===== src/logic/ucs_pkg.sv =====
// Purpose: Shared constants and types of the UART bring-up controller
// Assumes: device register bus runs on ref_clk, addresses are byte offsets
// Notes:   device field layouts below are fixed by this controller
`default_nettype none
package ucs_pkg;
    // ****************************************************************
    // Widths
    // ****************************************************************
    localparam int ADDR_W = 8;
    localparam int DATA_W = 32;
    localparam int NCFG = 14; // Configuration words kept for the device
    localparam int NEVT = 4; // Sticky events, one per command group
    localparam logic [ADDR_W-1:0] WORD_BYTES = 8'h04;
    typedef logic [DATA_W-1:0] ucs_word_t;
    typedef logic [ADDR_W-1:0] ucs_addr_t;
    typedef logic [5:0] ucs_step_t;
    // ****************************************************************
    // Device register offsets
    // ****************************************************************
    localparam ucs_addr_t DEV_FIFO = 8'h00;
    localparam ucs_addr_t DEV_INT_RAW = 8'h04;
    localparam ucs_addr_t DEV_INT_ENA = 8'h0c;
    localparam ucs_addr_t DEV_INT_CLR = 8'h10;
    localparam ucs_addr_t DEV_CLKDIV = 8'h14;
    localparam ucs_addr_t DEV_STATUS = 8'h1c;
    localparam ucs_addr_t DEV_CONF0 = 8'h20;
    localparam ucs_addr_t DEV_CLKCONF = 8'h78;
    localparam ucs_addr_t DEV_SYNC = 8'h80;
    // Device address of each configuration word, entry 0 in the low byte
    localparam logic [NCFG-1:0][ADDR_W-1:0] CFG_DEV_ADDR = {
        8'h00, 8'h60, 8'h5c, 8'h58, 8'h54, 8'h50, 8'h48,
        8'h40, 8'h3c, 8'h38, 8'h18, 8'h78, 8'h20, 8'h14};
    // Writable bits of each word: sets every field width
    localparam logic [NCFG-1:0][DATA_W-1:0] CFG_MASK = {
        32'h0000_00ff, 32'h0000_ffff, 32'h0000_ffff, 32'h0000_ffff,
        32'h0000_ffff, 32'h0000_ffff, 32'h0000_03ff, 32'h0000_00ff,
        32'h0000_00ff, 32'h0000_03ff, 32'h0000_01ff, 32'h0000_03ff,
        32'h0000_000f, 32'h000f_0fff};
    localparam logic [3:0] CFG_CLKCONF = 4'h2;
    localparam logic [3:0] CFG_BAUD = 4'h0;
    localparam logic [3:0] CFG_FRAME = 4'h1;
    localparam logic [3:0] CFG_WMARK = 4'hc;
    localparam logic [3:0] CFG_TXBYTE = 4'hd;
    // ****************************************************************
    // Device field values
    // ****************************************************************
    localparam ucs_word_t CC_TX_GATE = 32'h0000_1000;
    localparam ucs_word_t CC_RX_GATE = 32'h0000_2000;
    localparam ucs_word_t CC_GATES = CC_TX_GATE | CC_RX_GATE;
    localparam ucs_word_t CC_CORE_RST = 32'h0000_4000;
    localparam ucs_word_t SYNC_UPD = 32'h0000_0001;
    localparam ucs_word_t SYNC_HOLD = 32'h0000_0002;
    localparam ucs_word_t INT_RX_HIGH = 32'h0000_0001;
    localparam ucs_word_t INT_TX_LOW = 32'h0000_0002;
    // ****************************************************************
    // Host register offsets and bits
    // ****************************************************************
    localparam ucs_addr_t H_CMD = 8'h00;
    localparam ucs_addr_t H_STATUS = 8'h04;
    localparam ucs_addr_t H_EVT = 8'h08;
    localparam ucs_addr_t H_MASK = 8'h0c;
    localparam ucs_addr_t H_RXD = 8'h10;
    localparam ucs_addr_t H_CFG_BASE = 8'h40;
    localparam int EVT_INIT = 0;
    localparam int EVT_CFG = 1;
    localparam int EVT_TX = 2;
    localparam int EVT_RX = 3;
    // Pin pattern {ram clock, bus clock gate, peripheral reset}
    localparam logic [2:0] PINS_RESET = 3'h1;
    localparam logic [2:0] PINS_ON_RST = 3'h7;
    localparam logic [2:0] PINS_ON_RUN = 3'h6;
    // ****************************************************************
    // Program steps
    // ****************************************************************
    localparam ucs_step_t STEP_INIT = 6'h00;
    localparam ucs_step_t STEP_HOLD = 6'h06;
    localparam ucs_step_t STEP_CFG = 6'h07;
    localparam ucs_step_t STEP_STATIC_OFF = 6'h06;
    localparam ucs_step_t STEP_OPEN = 6'h12;
    localparam ucs_step_t STEP_BAUD = 6'h13;
    localparam ucs_step_t STEP_UPD = 6'h15;
    localparam ucs_step_t STEP_TX = 6'h16;
    localparam ucs_step_t STEP_TX_LAST = 6'h1b;
    localparam ucs_step_t STEP_RX = 6'h1c;
    localparam ucs_step_t STEP_RX_CNT = 6'h1f;
    localparam ucs_step_t STEP_RX_LAST = 6'h20;
    typedef enum logic [2:0] {OP_PIN, OP_WR, OP_RD, OP_POLL0, OP_POLL1} ucs_op_e;
    typedef enum logic [1:0] {ST_IDLE, ST_ISSUE, ST_WAIT} ucs_seq_e;
    typedef enum logic [1:0] {AP_IDLE, AP_SETUP, AP_ACCESS} ucs_apb_e;
endpackage
`default_nettype wire


===== src/logic/ucs_ctrl.sv =====
// Purpose: Host controller that brings up, configures and runs a UART
// Assumes: device register bus on ref_clk; software drives the host port
// Notes:   How it works
// How it works
// RL1: device applies immediate registers at once
// RL2: synchronous fields act only after transfer
// RL3: hold bit cleared; transfers only then
// RL4: wait for transfer flag zero first
// RL5: write one to flag after configuring
// RL6: edit static fields only while idle
// RL7: clear core clock gates before static edits
// RL8: set gates again after static edits
// RL9: wake threshold is ten static bits
// RL10: flow, escape and filter fields eight bits
// RL11: gap fields sixteen bits, idle ten
// RL12: all other writable registers are immediate
// RL13: clocks on, resets pulsed, hold cleared
// RL14: poll, static, clock, baud, frame, trigger
// RL15: watermark, mask, fill, clear, enable, wait
// RL16: data port write pushes, read pops
// RL17: rx watermark, enable, wait, read count
// RL18: device copies synchronous set coherently
// RL19: device ignores trigger during transfer
`default_nettype none
module ucs_ctrl (
    input wire logic ref_clk,
    input wire logic rst_b,
    input wire logic ce,
    input wire ucs_pkg::ucs_addr_t h_addr,
    input wire ucs_pkg::ucs_word_t h_wdata,
    input wire logic h_wr,
    input wire logic h_rd,
    output ucs_pkg::ucs_word_t h_rdata,
    output logic irq,
    output ucs_pkg::ucs_addr_t dev_paddr,
    output logic dev_psel,
    output logic dev_penable,
    output logic dev_pwrite,
    output ucs_pkg::ucs_word_t dev_pwdata,
    input wire ucs_pkg::ucs_word_t dev_prdata,
    input wire logic dev_pready,
    output logic peripheral_reset,
    output logic bus_clock_gate,
    output logic mem_clk_en
);
    import ucs_pkg::*;
    // ****************************************************************
    // State
    // ****************************************************************
    typedef struct packed {
        ucs_seq_e st; // Sequencer phase
        ucs_step_t step; // Current program step
        logic [1:0] grp; // Running command group
        logic req; // Bus request pulse
        logic [2:0] pins; // {ram clock, bus gate, peripheral reset}
        logic [NEVT-1:0] evt; // Sticky done events
        logic [NEVT-1:0] mask; // Event enables
        logic irq; // Registered interrupt level
        ucs_word_t rdata; // Host read data
        logic [NCFG-1:0][DATA_W-1:0] cfg; // Words to load into the device
        logic [7:0] rx_byte; // Last byte popped
        logic [7:0] rx_cnt; // Fill count seen before the pop
        logic gates_off; // Core clocks last written off
        logic ena_tx; // Low-watermark enable last written
    } ucs_ctl_s;
    ucs_ctl_s q, d;
    ucs_op_e op_kind; // Current step decoded
    ucs_addr_t op_addr;
    ucs_word_t op_data;
    logic op_last;
    logic apb_done;
    ucs_word_t apb_rdata;

    // ****************************************************************
    // Program table
    // ****************************************************************
    // Step decode; polls use op_data as the bit to watch
    always_comb begin
        op_kind = OP_WR;
        op_addr = DEV_SYNC;
        op_data = '0;
        op_last = 1'b0;
        case (q.step)
            6'h00, 6'h03: begin // Clocks on, peripheral reset held
                op_kind = OP_PIN; // RL13
                op_data = ucs_word_t'(PINS_ON_RST);
            end
            6'h01, 6'h04: begin // Peripheral reset released
                op_kind = OP_PIN; // RL13
                op_data = ucs_word_t'(PINS_ON_RUN);
            end
            6'h02: begin // Core reset set around the reset pulse
                op_addr = DEV_CLKCONF;
                op_data = q.cfg[CFG_CLKCONF] | CC_CORE_RST; // RL13
            end
            6'h05, 6'h08: begin // Core reset off, core clocks gated
                op_addr = DEV_CLKCONF;
                op_data = q.cfg[CFG_CLKCONF]; // RL7
            end
            STEP_HOLD: begin // Hold bit cleared so transfers may run
                op_data = '0; // RL3
                op_last = 1'b1;
            end
            STEP_CFG: begin // Last transfer must be finished
                op_kind = OP_POLL0; // RL4
                op_data = SYNC_UPD;
            end
            6'h09, 6'h0a, 6'h0b, 6'h0c, 6'h0d, 6'h0e, 6'h0f, 6'h10, 6'h11: begin
                op_addr = CFG_DEV_ADDR[4'(q.step - STEP_STATIC_OFF)]; // RL6
                op_data = q.cfg[4'(q.step - STEP_STATIC_OFF)];
            end
            STEP_OPEN: begin // Clock source, divider, gates back on
                op_addr = DEV_CLKCONF;
                op_data = q.cfg[CFG_CLKCONF] | CC_GATES; // RL8
            end
            STEP_BAUD: begin
                op_addr = DEV_CLKDIV; // RL14
                op_data = q.cfg[CFG_BAUD];
            end
            6'h14: begin // Data length and parity
                op_addr = DEV_CONF0; // RL14
                op_data = q.cfg[CFG_FRAME];
            end
            STEP_UPD: begin // Copy the synchronous set into the core
                op_data = SYNC_UPD; // RL5
                op_last = 1'b1;
            end
            STEP_TX, STEP_RX: begin
                op_addr = CFG_DEV_ADDR[CFG_WMARK];
                op_data = q.cfg[CFG_WMARK];
            end
            6'h17: begin // Low-watermark interrupt off while filling
                op_addr = DEV_INT_ENA; // RL15
            end
            6'h18: begin // One byte pushed into the transmit FIFO
                op_addr = DEV_FIFO; // RL16
                op_data = q.cfg[CFG_TXBYTE];
            end
            6'h19: begin
                op_addr = DEV_INT_CLR; // RL15
                op_data = INT_TX_LOW;
            end
            6'h1a: begin
                op_addr = DEV_INT_ENA; // RL15
                op_data = INT_TX_LOW;
            end
            STEP_TX_LAST: begin // Drained below the watermark
                op_kind = OP_POLL1; // RL15
                op_addr = DEV_INT_RAW;
                op_data = INT_TX_LOW;
                op_last = 1'b1;
            end
            6'h1d: begin
                op_addr = DEV_INT_ENA; // RL17
                op_data = INT_RX_HIGH;
            end
            6'h1e: begin
                op_kind = OP_POLL1; // RL17
                op_addr = DEV_INT_RAW;
                op_data = INT_RX_HIGH;
            end
            STEP_RX_CNT: begin
                op_kind = OP_RD; // RL17
                op_addr = DEV_STATUS;
            end
            STEP_RX_LAST: begin // Pop one received byte
                op_kind = OP_RD; // RL16
                op_addr = DEV_FIFO;
                op_last = 1'b1;
            end
            default: op_last = 1'b1; // Unused steps end the run
        endcase
    end

    // ****************************************************************
    // Next state
    // ****************************************************************
    // Host port, sequencer and shadow tracking in one place
    always_comb begin
        logic adv;
        logic miss;
        adv = 1'b0;
        miss = 1'b0;
        d = q;
        d.req = 1'b0;
        d.rdata = '0;
        // Host writes; a command while busy is dropped
        if (h_wr) begin
            if (h_addr == H_CMD && q.st == ST_IDLE) begin
                if (h_wdata[EVT_INIT]) begin
                    d.grp = 2'(EVT_INIT);
                    d.step = STEP_INIT;
                    d.st = ST_ISSUE;
                end else if (h_wdata[EVT_CFG]) begin
                    d.grp = 2'(EVT_CFG);
                    d.step = STEP_CFG;
                    d.st = ST_ISSUE;
                end else if (h_wdata[EVT_TX]) begin
                    d.grp = 2'(EVT_TX);
                    d.step = STEP_TX;
                    d.st = ST_ISSUE;
                end else if (h_wdata[EVT_RX]) begin
                    d.grp = 2'(EVT_RX);
                    d.step = STEP_RX;
                    d.st = ST_ISSUE;
                end
            end
            if (h_addr == H_EVT) begin // Write one to clear
                d.evt = q.evt & ~h_wdata[NEVT-1:0];
            end
            if (h_addr == H_MASK) begin
                d.mask = h_wdata[NEVT-1:0];
            end
            for (int k = 0; k < NCFG; k++) begin // Masks keep field widths
                if (h_addr == H_CFG_BASE + WORD_BYTES * 8'(k)) begin
                    d.cfg[k] = h_wdata & CFG_MASK[k]; // RL9 RL10 RL11
                end
            end
        end
        // Host reads, data valid the cycle after the strobe
        if (h_rd) begin
            case (h_addr)
                H_STATUS: d.rdata = ucs_word_t'({q.step, q.grp, q.st != ST_IDLE});
                H_EVT: d.rdata = ucs_word_t'(q.evt);
                H_MASK: d.rdata = ucs_word_t'(q.mask);
                H_RXD: d.rdata = ucs_word_t'({q.rx_cnt, q.rx_byte});
                default: begin
                    for (int k = 0; k < NCFG; k++) begin
                        if (h_addr == H_CFG_BASE + WORD_BYTES * 8'(k)) begin
                            d.rdata = q.cfg[k];
                        end
                    end
                end
            endcase
        end
        // Sequencer
        case (q.st)
            ST_IDLE: ;
            ST_ISSUE: begin
                if (op_kind == OP_PIN) begin // Pins change at once
                    d.pins = 3'(op_data);
                    adv = 1'b1;
                end else begin
                    d.req = 1'b1;
                    d.st = ST_WAIT;
                end
            end
            ST_WAIT: begin
                if (apb_done) begin
                    miss = (op_kind == OP_POLL0 && (apb_rdata & op_data) != '0) ||
                        (op_kind == OP_POLL1 && (apb_rdata & op_data) == '0);
                    if (miss) begin // Poll again, same step
                        d.st = ST_ISSUE; // RL4
                    end else begin
                        if (op_kind == OP_RD && q.step == STEP_RX_CNT) begin
                            d.rx_cnt = 8'(apb_rdata); // RL17
                        end else if (op_kind == OP_RD) begin
                            d.rx_byte = 8'(apb_rdata);
                        end
                        adv = 1'b1;
                    end
                end
            end
            default: d.st = ST_IDLE;
        endcase
        if (adv) begin // Next step or end of run
            if (op_last) begin
                d.st = ST_IDLE;
                d.evt[q.grp] = 1'b1; // Set after clear: set wins
            end else begin
                d.step = q.step + 6'h01;
                d.st = ST_ISSUE;
            end
        end
        // Shadows of what the device was last told
        if (dev_psel && !dev_penable && dev_pwrite) begin
            if (dev_paddr == DEV_CLKCONF) begin
                d.gates_off = (dev_pwdata & CC_GATES) == '0;
            end
            if (dev_paddr == DEV_INT_ENA) begin
                d.ena_tx = (dev_pwdata & INT_TX_LOW) != '0;
            end
        end
        d.irq = (d.evt & d.mask) != '0; // Level, registered on the same edge as the events
    end

    // State register; ce low freezes everything
    always_ff @(posedge ref_clk or negedge rst_b) begin
        if (!rst_b) begin
            q <= '{st: ST_IDLE, pins: PINS_RESET, default: '0};
        end else if (ce) begin
            q <= d;
        end
    end

    // ****************************************************************
    // Device bus master
    // ****************************************************************
    ucs_apb_mst u_apb (
        .ref_clk(ref_clk),
        .rst_b(rst_b),
        .ce(ce),
        .req(q.req),
        .req_wr(op_kind == OP_WR),
        .req_addr(op_addr),
        .req_wdata(op_data),
        .done(apb_done),
        .rdata(apb_rdata),
        .paddr(dev_paddr),
        .psel(dev_psel),
        .penable(dev_penable),
        .pwrite(dev_pwrite),
        .pwdata(dev_pwdata),
        .prdata(dev_prdata),
        .pready(dev_pready)
    );

    assign h_rdata = q.rdata;
    assign irq = q.irq;
    assign mem_clk_en = q.pins[2];
    assign bus_clock_gate = q.pins[1];
    assign peripheral_reset = q.pins[0];
endmodule
`default_nettype wire


===== src/logic/ucs_apb_mst.sv =====
// Purpose: One-transfer register bus master toward the UART device
// Assumes: device bus clock is ref_clk; pready comes from that clock
// Notes:   a request is taken only while idle
`default_nettype none
module ucs_apb_mst (
    input wire logic ref_clk,
    input wire logic rst_b,
    input wire logic ce,
    input wire logic req,
    input wire logic req_wr,
    input wire ucs_pkg::ucs_addr_t req_addr,
    input wire ucs_pkg::ucs_word_t req_wdata,
    output logic done,
    output ucs_pkg::ucs_word_t rdata,
    output ucs_pkg::ucs_addr_t paddr,
    output logic psel,
    output logic penable,
    output logic pwrite,
    output ucs_pkg::ucs_word_t pwdata,
    input wire ucs_pkg::ucs_word_t prdata,
    input wire logic pready
);
    import ucs_pkg::*;
    // ****************************************************************
    // State
    // ****************************************************************
    typedef struct packed {
        ucs_apb_e st;
        logic psel;
        logic penable;
        logic pwrite;
        ucs_addr_t paddr;
        ucs_word_t pwdata;
        ucs_word_t rdata;
        logic done;
    } ucs_apb_s;
    ucs_apb_s q, d;

    // Phase sequencing: setup, access, hold until pready
    always_comb begin
        d = q;
        d.done = 1'b0;
        case (q.st)
            AP_IDLE: begin
                if (req) begin // Latch command, enter setup
                    d.st = AP_SETUP;
                    d.psel = 1'b1;
                    d.pwrite = req_wr;
                    d.paddr = req_addr;
                    d.pwdata = req_wdata;
                end
            end
            AP_SETUP: begin
                d.st = AP_ACCESS;
                d.penable = 1'b1;
            end
            AP_ACCESS: begin
                if (pready) begin // Slave done, capture read data
                    d.st = AP_IDLE;
                    d.psel = 1'b0;
                    d.penable = 1'b0;
                    d.rdata = prdata;
                    d.done = 1'b1;
                end
            end
            default: d.st = AP_IDLE;
        endcase
    end

    // Register; ce low freezes the bus mid-phase
    always_ff @(posedge ref_clk or negedge rst_b) begin
        if (!rst_b) begin
            q <= '{st: AP_IDLE, default: '0};
        end else if (ce) begin
            q <= d;
        end
    end

    assign done = q.done;
    assign rdata = q.rdata;
    assign paddr = q.paddr;
    assign psel = q.psel;
    assign penable = q.penable;
    assign pwrite = q.pwrite;
    assign pwdata = q.pwdata;
endmodule
`default_nettype wire


===== config.mk =====
export PLATFORM = sky130hd
export DESIGN_NAME = ucs_ctrl
export DESIGN_NICKNAME = d
export VERILOG_FILES = /design/src/logic/ucs_pkg.sv /design/src/logic/ucs_ctrl.sv /design/src/logic/ucs_apb_mst.sv
export SDC_FILE = /design/constraint.sdc
export NUM_CORES = 1
export LEC_CHECK = 0
export BUFFER_PORTS_ARGS = -buffer_cell sky130_fd_sc_hd__buf_4
export CAP_MARGIN = 20
export CORE_ASPECT_RATIO = 0.9
export CORE_MARGIN = 5
export CORE_UTILIZATION = 40
export CTS_CLUSTER_SIZE = 14
export DETAILED_ROUTE_END_ITERATION = 12
export GPL_ROUTABILITY_DRIVEN = 0
export SYNTH_ARGS = -nofsm -noshare
export SYNTH_HDL_FRONTEND = slang
export SYNTH_SLANG_ARGS = --single-unit

===== constraint.sdc =====
create_clock -name ref_clk -period 12.3 [get_ports ref_clk]
set_input_delay 0 -clock ref_clk [delete_from_list [all_inputs] [get_ports ref_clk]]
set_output_delay 0 -clock ref_clk [all_outputs]
set_load 0.02 [all_outputs]

==> results of run 1 <==
-- synthesized netlist by cell type, types with 16 or more instances --
cell / number
a21oi_1: 41
a221oi_1: 24
a22oi_1: 32
a31oi_1: 16
buf_4: 77
clkbuf_1: 63
dfrtp_1: 273
inv_1: 22
mux2_2: 198
mux2i_1: 26
mux4_2: 22
nand2_1: 135
nand3_1: 30
nor2_1: 80
nor3_1: 19
o21ai_0: 68
o22ai_1: 18
-- layer usage --
| metal | wire length (um) | global-route usage | up-vias |
|---|---|---|---|
| met2 | 22500 | 0.352 | 708 |
| met5 | 0 | 0 | - |
| met4 | 1730 | 0.0716 | 0 |
| met3 | 5490 | 0.0637 | 120 |
| met1 | 22800 | 0.355 | 6453 |
| li1 | - | - | 5403 |
-- per-stage QoR --
stage	total power (W)	instance area, sq um	cells	setup slack [ns]	hold WS, ns
detailed placement	0.00182	16100	1909	7.00	-0.0330
CTS	0.00278	17600	2009	6.98	0.0170
floorplan	0.00157	15400	1451	8.35	-0.296
finish	0.00278	17700	2011	6.82	0.0350
global placement	0.00181	16100	1909	7.07	-0.0317
global route	0.00289	17700	2010	6.55	0.0481
-- path summary, 6_finish.rpt --
path,startpoint,endpoint,slack [ns]
max in group asynchronous,rst_b,u_apb.rdata[6],10.64
worst max-delay path,q[514],q[519],6.82
min in group asynchronous,rst_b,q[436],0.43
worst min-delay path,h_wr,q[501],0.04
worst max register to register,q[514],q[519],6.82
worst min register to register,bus_clock_gate,bus_clock_gate,0.48
-- cells by family (layout without fill, tap and decap cells) --
logic type / after synthesis / after routing / share of synthesized area
compound gates: 341 / 341 / 0.162
flops: 274 / 274 / 0.447
mux: 248 / 248 / 0.197
simple gates: 361 / 361 / 0.113
buf+inv: 187 / 256 / 0.0690
other cells: 1 / 27 / 0.000244
xor+xnor: 2 / 2 / 0.00163
fa+ha+maj: 12 / 12 / 0.00978
-- worst max-delay path, cell delays in order (launching register included) --
cell	delay [ns]
dfrtp_2	0.73
buf_4	0.68
ha_1	0.69
or3b_2	0.54
a31oi_2	0.55
nand2_1	0.14
a21boi_0	0.63
a221o_1	0.25
nor4_1	0.09
a21bo_2	0.26
a31oi_4	0.34
or2_1	0.23
o221ai_1	0.13
-- power by group through the flow --
stage               sequential (W)  clock [W]  combinational (W)
floorplan                  0.00107          0           0.000500
global placement           0.00113          0           0.000673
detailed placement         0.00114          0           0.000681
CTS                        0.00112   0.000955           0.000700
global route               0.00113   0.000992           0.000759
finish                     0.00113   0.000939           0.000714
-- cell type report --
cell class              instances  area share
diodes                          1    0.000142
clock buffers                  37      0.0462
clock inverters                14      0.0111
inverters                      22     0.00468
multi-input cells             990       0.428
flip-flops and latches        274       0.388
well taps                     490      0.0347
repair buffers                183      0.0873
-- placed cells by master, fill, tap and decap left out, drive strengths merged, types with 15 or more instances in the layout --
cell | netlist | routed
dlygate4sd3 | 0 | 48
nor3 | 19 | 19
conb | 1 | 26
nor4 | 16 | 16
o22ai | 18 | 18
clkbuf | 63 | 37
a31oi | 18 | 18
nor2 | 80 | 80
a221o | 15 | 15
inv | 22 | 25
o21ai | 69 | 69
dfrtp | 273 | 273
mux2i | 26 | 26
nand2 | 135 | 135
mux4 | 23 | 23
a21oi | 41 | 41
a221oi | 25 | 25
buf | 102 | 135
mux2 | 199 | 199
nand3 | 30 | 30
a22oi | 32 | 32
-- sequential cells by signal, summed over array words and instances (netlist names) --
register          cells
u_apb.paddr           6
u_apb.pwdata         20
u_apb.rdata          20
h_rdata              20
u_apb.done            1
irq                   1
u_apb.psel            1
u_apb.q               2
u_apb.pwrite          1
peripheral_reset      1
mem_clk_en            1
q                   198
u_apb.penable         1
bus_clock_gate        1
==> results.md, run 1 <==
- The run finished with clean final reports.
- After synthesis, the cell types taking the most area are dfrtp_1 44%, mux2_2 15%, buf_4 3.8%.
- The first detailed-routing pass ran for 7 iterations.
- The endpoint arrival time on the critical path is approximately 6 ns.
- CTS placed an instance of clkbuf_16 at the clock tree root.
- The share of total power dissipated in sequential elements is 0.405.
- Yosys mapped the design onto 86 distinct sky130hd cell types.
- The layout has between 3,000 and 4,000 filler cells.
- Across the VDD grid, the largest voltage drop is about 160 uV.
- The core area is around 38,000 sq um.
- The net switching power of the design is between 0.0009 and 0.001 W.
- The share of total power dissipated in combinational logic is 0.257.
- The area of the multi-input gates is about 7600 sq um.
- The clock tree skew after final layout is around 0.038 ns.
- The maximum level of the CTS H-tree is 1.
- The synthesized design contains roughly 270 register bits.
- The via count normalized by instance count is roughly 6.3.
- The insertion delay to the later sink of the worst-skew pair is roughly 0.6 ns.
- For this run, the top clock speed supported by timing is 182 MHz.
- The worst hold path was traced through 4 stages.
- The number of gates resized after CTS was 0.
- The detailed-route DRC error count is 0.
- The share of the Yosys chip area taken by registers is 0.447.
- The maximum fanout along the worst path is 45.
- The net count reported at finish is around 1,600.
- The clock slew at the register clock pins of the worst setup and hold paths is ~0.060 ns.
- Registers take ~6900 sq um.
- Of the total power, the clock network draws 0.338.
- TritonCTS built the clock tree.
- The routed design could run at a clock period as short as 5.48 ns.
- The number of hold buffers added after cts is 49.
- The number of endpoints with negative hold slack in the final report came to 0.
- The ratio of total power to cell area is ~160 nW/um^2.
- Setup total negative slack on the finished layout was measured at 0 ns.
- Of the post-synthesis cell area, the dominant cell type holds 0.445.
- The final cell utilization of the core is 0.463.
- STA classifies the critical path endpoint as a register.
- The initial utilization of the core area, before any placement, comes to 0.403.
- The proportion of layout cells with a drive suffix above 1 is 0.284.
- The share of flip-flops with an asynchronous set or reset after synthesis is 1.00.
- The max-cap violation count is 0.
- The mean instance size in the synthesized netlist is ~11 sq um.
- Dividing the final minimum period by the clock period gives 0.446.
- For this design the top-level I/O count stands at approximately 160.
- The analysis attributes to cell leakage a power of 8.16 nW.
- Entering global routing, the biggest net connects a little under 80 pins.
- The total wirelength of the detailed-routed design is 52,600 um.
- The horizontal die dimension is about 220 um.
- The number of synthesized flops with an enable pin is 0.
- STA classifies the critical path startpoint as a register.
- The leading area contributor after synthesis is dfrtp_1.
- The max-slew violation count is 0.
- The design internal power is 0.00182 W.
- Once detail routing completed, the nets flagged for antenna violations numbered 0.
- After legalization and detailed placement, the total HPWL measured 36,400 um.
- The via total after detailed routing is ~13,000.
- Compared with the post-synthesis result, the final layout area differs by 15.0%.
- The DRC marker count from the first detailed-route iteration is ~1,600.
- In the synthesized netlist the dominant register cell turns out to be dfrtp_1.
- The sum of overflow across all layers after global routing is 0.
- The floorplan step set the die height to roughly 200 um.
- The number of buffers created by CTS is 29.
- The maximum clock path buffer count is 3.
- The synthesized netlist occupies a cell area of between 15,000 and 20,000 sq um.
- Yosys printed 0 warnings.
- The critical path is of the reg -> reg type.
- The worst slew slack as a fraction of its limit is 0.231.
- The floorplan has between 60 and 70 rows.
- In the global route stage, overall resource usage came out at 0.242.
- The cell depth of the worst flop-to-flop path is 12.
- The worst hold path belongs to the class in -> reg.
- At the pin with the least slew margin, the transition time is 1.15 ns.
- The first-pass GRT wire length is 79,700 um.
- The initial antenna violation count is 0.
- The via count of the first global-routing pass was 12,301.
- The count of mapped cells out of synthesis is between 1,000 and 1,500.
- In the final routed layout, each cell accounts on average for 26.1 um.
- Setup repair after global routing left no endpoint under its margin.
- The number of port buffers is roughly 110.
- At the worst endpoint, the required time is between 10 and 15 ns.
- The die outline area is around 42,000 sq um.
- In this run the post-CTS setup repair buffer count came out at 0.
- Of the total power, the share spent switching nets is 0.343.
- The total setup violations reported at the end of the flow is 0.
- The TritonCTS sink count is 274.
Note: power is estimated with default switching activity, not from simulation.
==> inputs of run 2 (changes only) <==
- clock period: 12.3 -> 5.3 ns (I/O delays scaled with it)
==> results.md, run 2 (same netlist as run 1, synthesis figures left out) <==
- The number of endpoints with negative hold slack in the final report came to 0.
- In this run, CTS created clock tree buffers numbering 29.
- The via total after detailed routing is between 10,000 and 15,000.
- The initial antenna violation count came to 0.
- The highest clock frequency the design can meet is between 200 and 250 MHz.
- The first detailed-routing pass ran for 5 iterations.
- The sequential group share of total power is 0.396.
- The via count of the first global-routing pass is roughly 12,000.
- For this run, the number of standard cells in the final layout without fillers is around 2,000.
- The clock root buffer is clkbuf_16.
- Compared with the post-synthesis result, the final layout area differs by 15.5%.
- The net count reported at finish is 1,598.
- Clock tree synthesis found a total of 274 sinks.
- The number of port buffers is around 110.
- The maximum level of the CTS H-tree is 1.
- The tool flagged a number of max-cap violations equal to 0.
- After filler insertion, the fill cell instance count of the layout stands at 3,538.
- The HPWL after detailed placement is ~37,000 um.
- The number of gates resized after CTS was 0.
- The critical path data required time is 5.79 ns.
- The number of core rows is about 70.
- Summed over all layers, the routed wires come to around 52,000 um.
- Setup repair after global routing left no endpoint under its margin.
- The net switching power of the design is approximately 0.0022 W.
- After the first detailed-routing iteration, the DRC count stood at approximately 1,600.
- On the final layout, the worst hold slack is about 0.03 ns.
- The commonest non-fill, non-tap cell in the layout is dfrtp_1.
- After detailed placement, the total cell area comes to 16,200 sq um.
- The clock reaches the later pin of the worst-skew pair after roughly 0.58 ns.
- Dividing total power by cell area gives a power density of around 370 nW/um^2.
- The run finished with clean final reports.
- The clock slew at the register clock pins of the worst setup and hold paths is around 0.060 ns.
- The clock tree skew after final layout is 0.00937 ns.
- Of all nets on the critical path, the largest fanout is 13.
- The detailed-route DRC error count is 0.
- Of the cells placed in the final design, the portion with a size suffix greater than 1 is 0.287.
- The register with the most flip-flops in the layout has 198 of them.
- The combinational power share is 0.262.
- The die height is 196 um.
- The register with the highest flop count is q.
- The worst-margin pin slew is 1.12 ns.
- The shortest period the worst path allows is 4.60 ns.
- The via count normalized by instance count is between 6 and 7.
- The die is 217 um wide.
- The standby leakage power is 8.19 nW.
- The worst slew slack as a fraction of its limit is 0.254.
- The worst setup path is captured at a register.
- The first global-routing pass estimated a little under 80,000 um of wire.
- In this run, placement finished with an instance count of around 1,900.
- Total power for the finished layout comes to 0.00649 W.
- The number of antenna diodes in the final layout is 0.
- Setup violations remaining at the end of the flow were counted as 0.
- The starting density of the core is 0.403.
- The average routed wire per standard cell is 25.9 um.
- The worst min-delay path category is in -> async.
- Internal power comes to roughly 0.0043 W.
- TritonCTS built the clock tree.
- The maximum clock path buffer count is 3.
- The max-slew violation count was 0.
- In this run the remaining antenna-violating nets after routing total 0.
- The core region is ~38,000 sq um.
- Post-CTS timing repair inserted 0 buffers for setup.
- The worst setup path is launched from a register.
- The finished cells cover between 15,000 and 20,000 sq um.
- The floorplan step defined a die boundary enclosing 42,400 sq um.
- Of the available clock period, the critical path in the final layout requires 0.867.
- The clock network fraction of total power is 0.342.
- In the layout the commonest cells are 271 x dfrtp_1, 198 x mux2_2, 140 x buf_4.
- The sum of overflow across all layers after global routing is 0.
- The switching share of total power is 0.338.
- Entering global routing, the biggest net connects 180 pins.
- Setup total negative slack on the finished layout was measured at 0 ns.
- The I/O pin count is ~160.
- The critical path in this run is classified as reg -> reg.
- Across every metal layer, demand over resource in global routing totals 0.240.
- The worst ir drop on vdd is around 330 uV.
- At the worst endpoint, the arrival time is around 5 ns.
==> run 2: final timing paths <==
check,end,depth (start not counted),from,slack [ns]
worst max register to register,q[513],12,q[513],0.70
min in group ref_clk,h_rdata[11],6,h_addr[2],0.13
worst min-delay path,h_rdata[0],2,rst_b,0.03
worst min register to register,bus_clock_gate,1,bus_clock_gate,0.47
max in group asynchronous,q[5],3,rst_b,3.79
worst max-delay path,q[513],12,q[513],0.70
==> run 2: cell type report <==
class	instances	area, sq um	area share
flip-flops and latches	274	6860	0.387
clock buffers	40	817	0.0461
inverters	22	82.6	0.00466
well taps	490	613	0.0346
repair buffers	191	1590	0.0899
clock inverters	14	215	0.0121
multi-input cells	990	7560	0.426
==> run 2: power by group through the flow <==
stage | sequential [W] | combinational (W) | clock (W)
final | 0.00257 | 0.00170 | 0.00222
after global routing | 0.00258 | 0.00181 | 0.00234
after CTS | 0.00256 | 0.00167 | 0.00225
after detailed placement | 0.00259 | 0.00163 | 0
after global placement | 0.00259 | 0.00161 | 0
after floorplan | 0.00249 | 0.00116 | 0
==> run 2: repair_timing <==
item                                   CTS  global route
endpoints found under the hold margin  299             0
hold buffers                            48             0
setup endpoints to repair                0             0
==> run 2: worst max-delay path: stages (launching register included) <==
cell and delay [ns]:
dfrtp_2 0.42, inv_1 0.19, ha_1 0.46, a2111oi_4 0.41, o22a_1 0.58, a221oi_1 0.17, o41ai_1 0.70, o211ai_1 0.23
nor4_1 0.39, a21bo_2 0.27, a31oi_4 0.17, or2_1 0.32, a32oi_1 0.19
==> run 2: per-stage QoR <==
stage	setup WS, ns	util
6_report	0.703	0.465
5_1_grt	0.573	0.465
4_1_cts	0.871	0.465
3_5_place_dp	0.927	0.425
3_3_place_gp	0.927	0.425
2_1_floorplan	1.35	-
==> run 2: routing by layer <==
| layer | wire, um | global-route usage | share of wire | vias up |
|---|---|---|---|---|
| met5 | 0 | 0 | 0 | - |
| met4 | 1820 | 0.0671 | 0.035 | 0 |
| met3 | 5290 | 0.0457 | 0.10 | 111 |
| met2 | 21900 | 0.347 | 0.42 | 720 |
| met1 | 23300 | 0.367 | 0.45 | 6334 |
| li1 | - | - | - | 5412 |
==> inputs of run 3 (changes only) <==
- CORE_UTILIZATION: 40 -> 60
- PLACE_DENSITY: unset -> 0.85
==> results.md, run 3 (same netlist as run 1, synthesis figures left out) <==
- The run finished with clean final reports.
- For the pin with the worst max-slew slack, the measured transition is ~1.1 ns.
- In this run the tightest slew margin relative to its limit is 0.244.
- For this design the ratio of total power to cell area is 367 nW/um^2.
- The detailed router finished its first iteration with 2,492 violations.
- The number of port buffers is 106.
- The clock root buffer is clkbuf_16.
- For the worst-skew pair, the clock arrives at the later sink with an insertion delay of roughly 0.57 ns.
- The first global-routing pass estimated approximately 76,000 um of wire.
- VDD sags by at most 261 uV.
- Counting the buffers created by CTS gives 27.
- The endpoint arrival time on the critical path is 5.08 ns.
- Setup repair after global routing left no endpoint under its margin.
- In the layout the commonest cells are 271 x dfrtp_1, 198 x mux2_2, 135 x nand2_1.
- The floorplan step defined a die boundary enclosing roughly 29,000 sq um.
- The worst min-delay path category is in -> reg.
- The internal reg-to-reg setup slack is 0.68 ns.
- On the final layout, the worst hold slack is ~0.042 ns.
- Dividing the final minimum period by the clock period gives 0.872.
- The worst hold path stage count is 4.
- For this run, design rule violations remaining after detail routing come to 0.
- Ranked by flip-flop count, first place goes to q.
- The signal on the critical path passes through buf_12, ha_1, mux2_4, and3_4, a221o_1, a221oi_1, and2b_1, a2111oi_4, a21bo_2, a31oi_4, or2_1, o221ai_1.
- The I/O pin count is 157.
- The HPWL after detailed placement is about 34,000 um.
- The maximum fanout along the worst path is between 60 and 70.
- From synthesis to final layout, the design area changed by 13.2%.
- The endpoint of the worst register-to-register path is q[515].
- The shortest period the worst path allows is ~4.6 ns.
- In this run the number of cells on the critical path is 12.
- The via count of the first global-routing pass is about 13,000.
- After global routing the overflow that remains totals 0.
- The post-cts repair resize count is 0.
- The highest clock frequency the design can meet is 216 MHz.
- The area of the multi-input gates is ~7500 sq um.
- The overall routing resource usage is 0.342.
- The most critical setup path has its startpoint at q[514].
- Across the run, the number of max-cap violations was 0.
- The number of flip-flops under the largest register name is a little under 200.
- The average routed wire per standard cell is around 27 um.
- Summing over every cut layer, the via total after detailed routing is 13,359.
- Across the routed clock network, the largest skew measured is 0.0184 ns.
- The critical path capture point is q[515].
- Together, buffers and inverters on the worst path number 1.
- The proportion of layout cells with a drive suffix above 1 is 0.278.
- The final total negative setup slack is 0 ns.
- The endpoint class of the critical path is a register.
- The kind of start point of the critical path is a register.
- CTS built an H-tree with a depth of 1.
- The maximum clock path buffer count is 3.
- In this design, the largest share of critical-path delay is due to compound AO/OA/AOI/OAI gates.
- The sequential cell area in the final layout is ~6900 sq um.
- For this design the static power due to leakage is 8.10 nW.
- The horizontal die dimension is between 150 and 200 um.
- For this configuration, the core starts out at a cell density of 0.610.
- Entering global routing, the biggest net connects around 180 pins.
- The number of endpoints with negative hold slack in the final report is 0.
- The net count reported at finish is 1,581.
- TritonCTS built the clock tree.
- The startpoint identified for the worst register-to-register timing path is q[514].
- Measured in cells, the most critical reg-to-reg path has a length of 12.
- The initial antenna violation count is 1.
- The final-layout fill cell count is between 1,500 and 2,000.
- The total area inside the core boundary comes to around 25,000 sq um.
- The largest stage delay on the critical path is 0.76 ns.
- The max-slew violation count is 0.
- The number of antenna-violating nets in the routed design is 0.
- The die height is around 160 um.
- The clock drives 274 sinks.
- The library cell used most frequently in the layout, excluding fill and tap cells, is dfrtp_1.
- Summed over all layers, the routed wires come to 50,900 um.
- The clock slew at the register clock pins of the worst setup and hold paths is roughly 0.060 ns.
- The slowest stage of the critical path belongs to the cell a221oi_1.
- The number of core rows is 55.
- The via count normalized by instance count is slightly above 7.
- Before antenna repair, the detailed router went through 8 iterations.
- The critical path is of the reg -> reg type.
- The critical path data required time is roughly 5.8 ns.
- The total setup violations reported at the end of the flow is 0.
-- run 3: changes by cell type in the layout (fill, tap and decap cells not counted), sizes merged --
| cell | delta |
|---|---|
| clkinv | -1 |
| clkinvlp | -1 |
| bufinv | -1 |
| dlygate4sd3 | -3 |
| clkbuf | -2 |
| diode | +2 |
| buf | -13 |
-- run 3: power breakdown --
group          switching [W]  internal [W]
Sequential          0.000265       0.00231
Combinational        0.00107      0.000640
Clock               0.000866       0.00123
Total                0.00220       0.00419
-- run 3: final cells by class --
class,instances,share of cell area
antenna,2,0.000288
clock buffer,37,0.0451
clock inverter,11,0.0106
inverter,22,0.00475
multi-input combinational,990,0.434
sequential,274,0.395
tap,342,0.0246
timing repair buffer,176,0.0865
-- run 3: worst min-delay path by stage --
stage,slack (ns),endpoint,startpoint
finish,0.04,h_rdata[6],h_addr[4]
global route,0.07,h_rdata[4],h_addr[4]
CTS,0.01,h_rdata[6],h_addr[4]
detailed placement,0.08,irq,rst_b
global placement,0.08,h_rdata[0],rst_b
floorplan,-0.30,bus_clock_gate,rst_b
-- run 3: layer usage --
metal,routed length (um),track usage
met3,7720,0.127
met4,3520,0.164
met2,21300,0.490
met5,0,0
met1,18300,0.463
-- run 3: what timing repair did --
action | CTS | global route
setup buffers | 0 | 0
setup endpoints to repair | 0 | 0
hold buffers | 45 | 0
hold endpoints to repair | 302 | 0
-- run 3: worst register-to-register path, stage by stage (launching register included) --
cell and delay [ns]:
dfrtp_2 0.43, buf_12 0.22, ha_1 0.49, mux2_4 0.38
and3_4 0.26, a221o_1 0.37, a221oi_1 0.76, and2b_1 0.30
a2111oi_4 0.39, a21bo_2 0.25, a31oi_4 0.17, or2_1 0.31
o221ai_1 0.21
-- run 3: through the flow --
step	util	power, W	cells	setup WS [ns]	cell area [sq um]
after floorplan	-	0.00365	1451	1.35	15400
after global placement	0.631	0.00410	1756	1.06	15900
after detailed placement	0.631	0.00415	1756	0.976	15900
after CTS	0.688	0.00625	1849	0.962	17300
after global routing	0.690	0.00655	1853	0.619	17400
final	0.690	0.00638	1854	0.681	17400
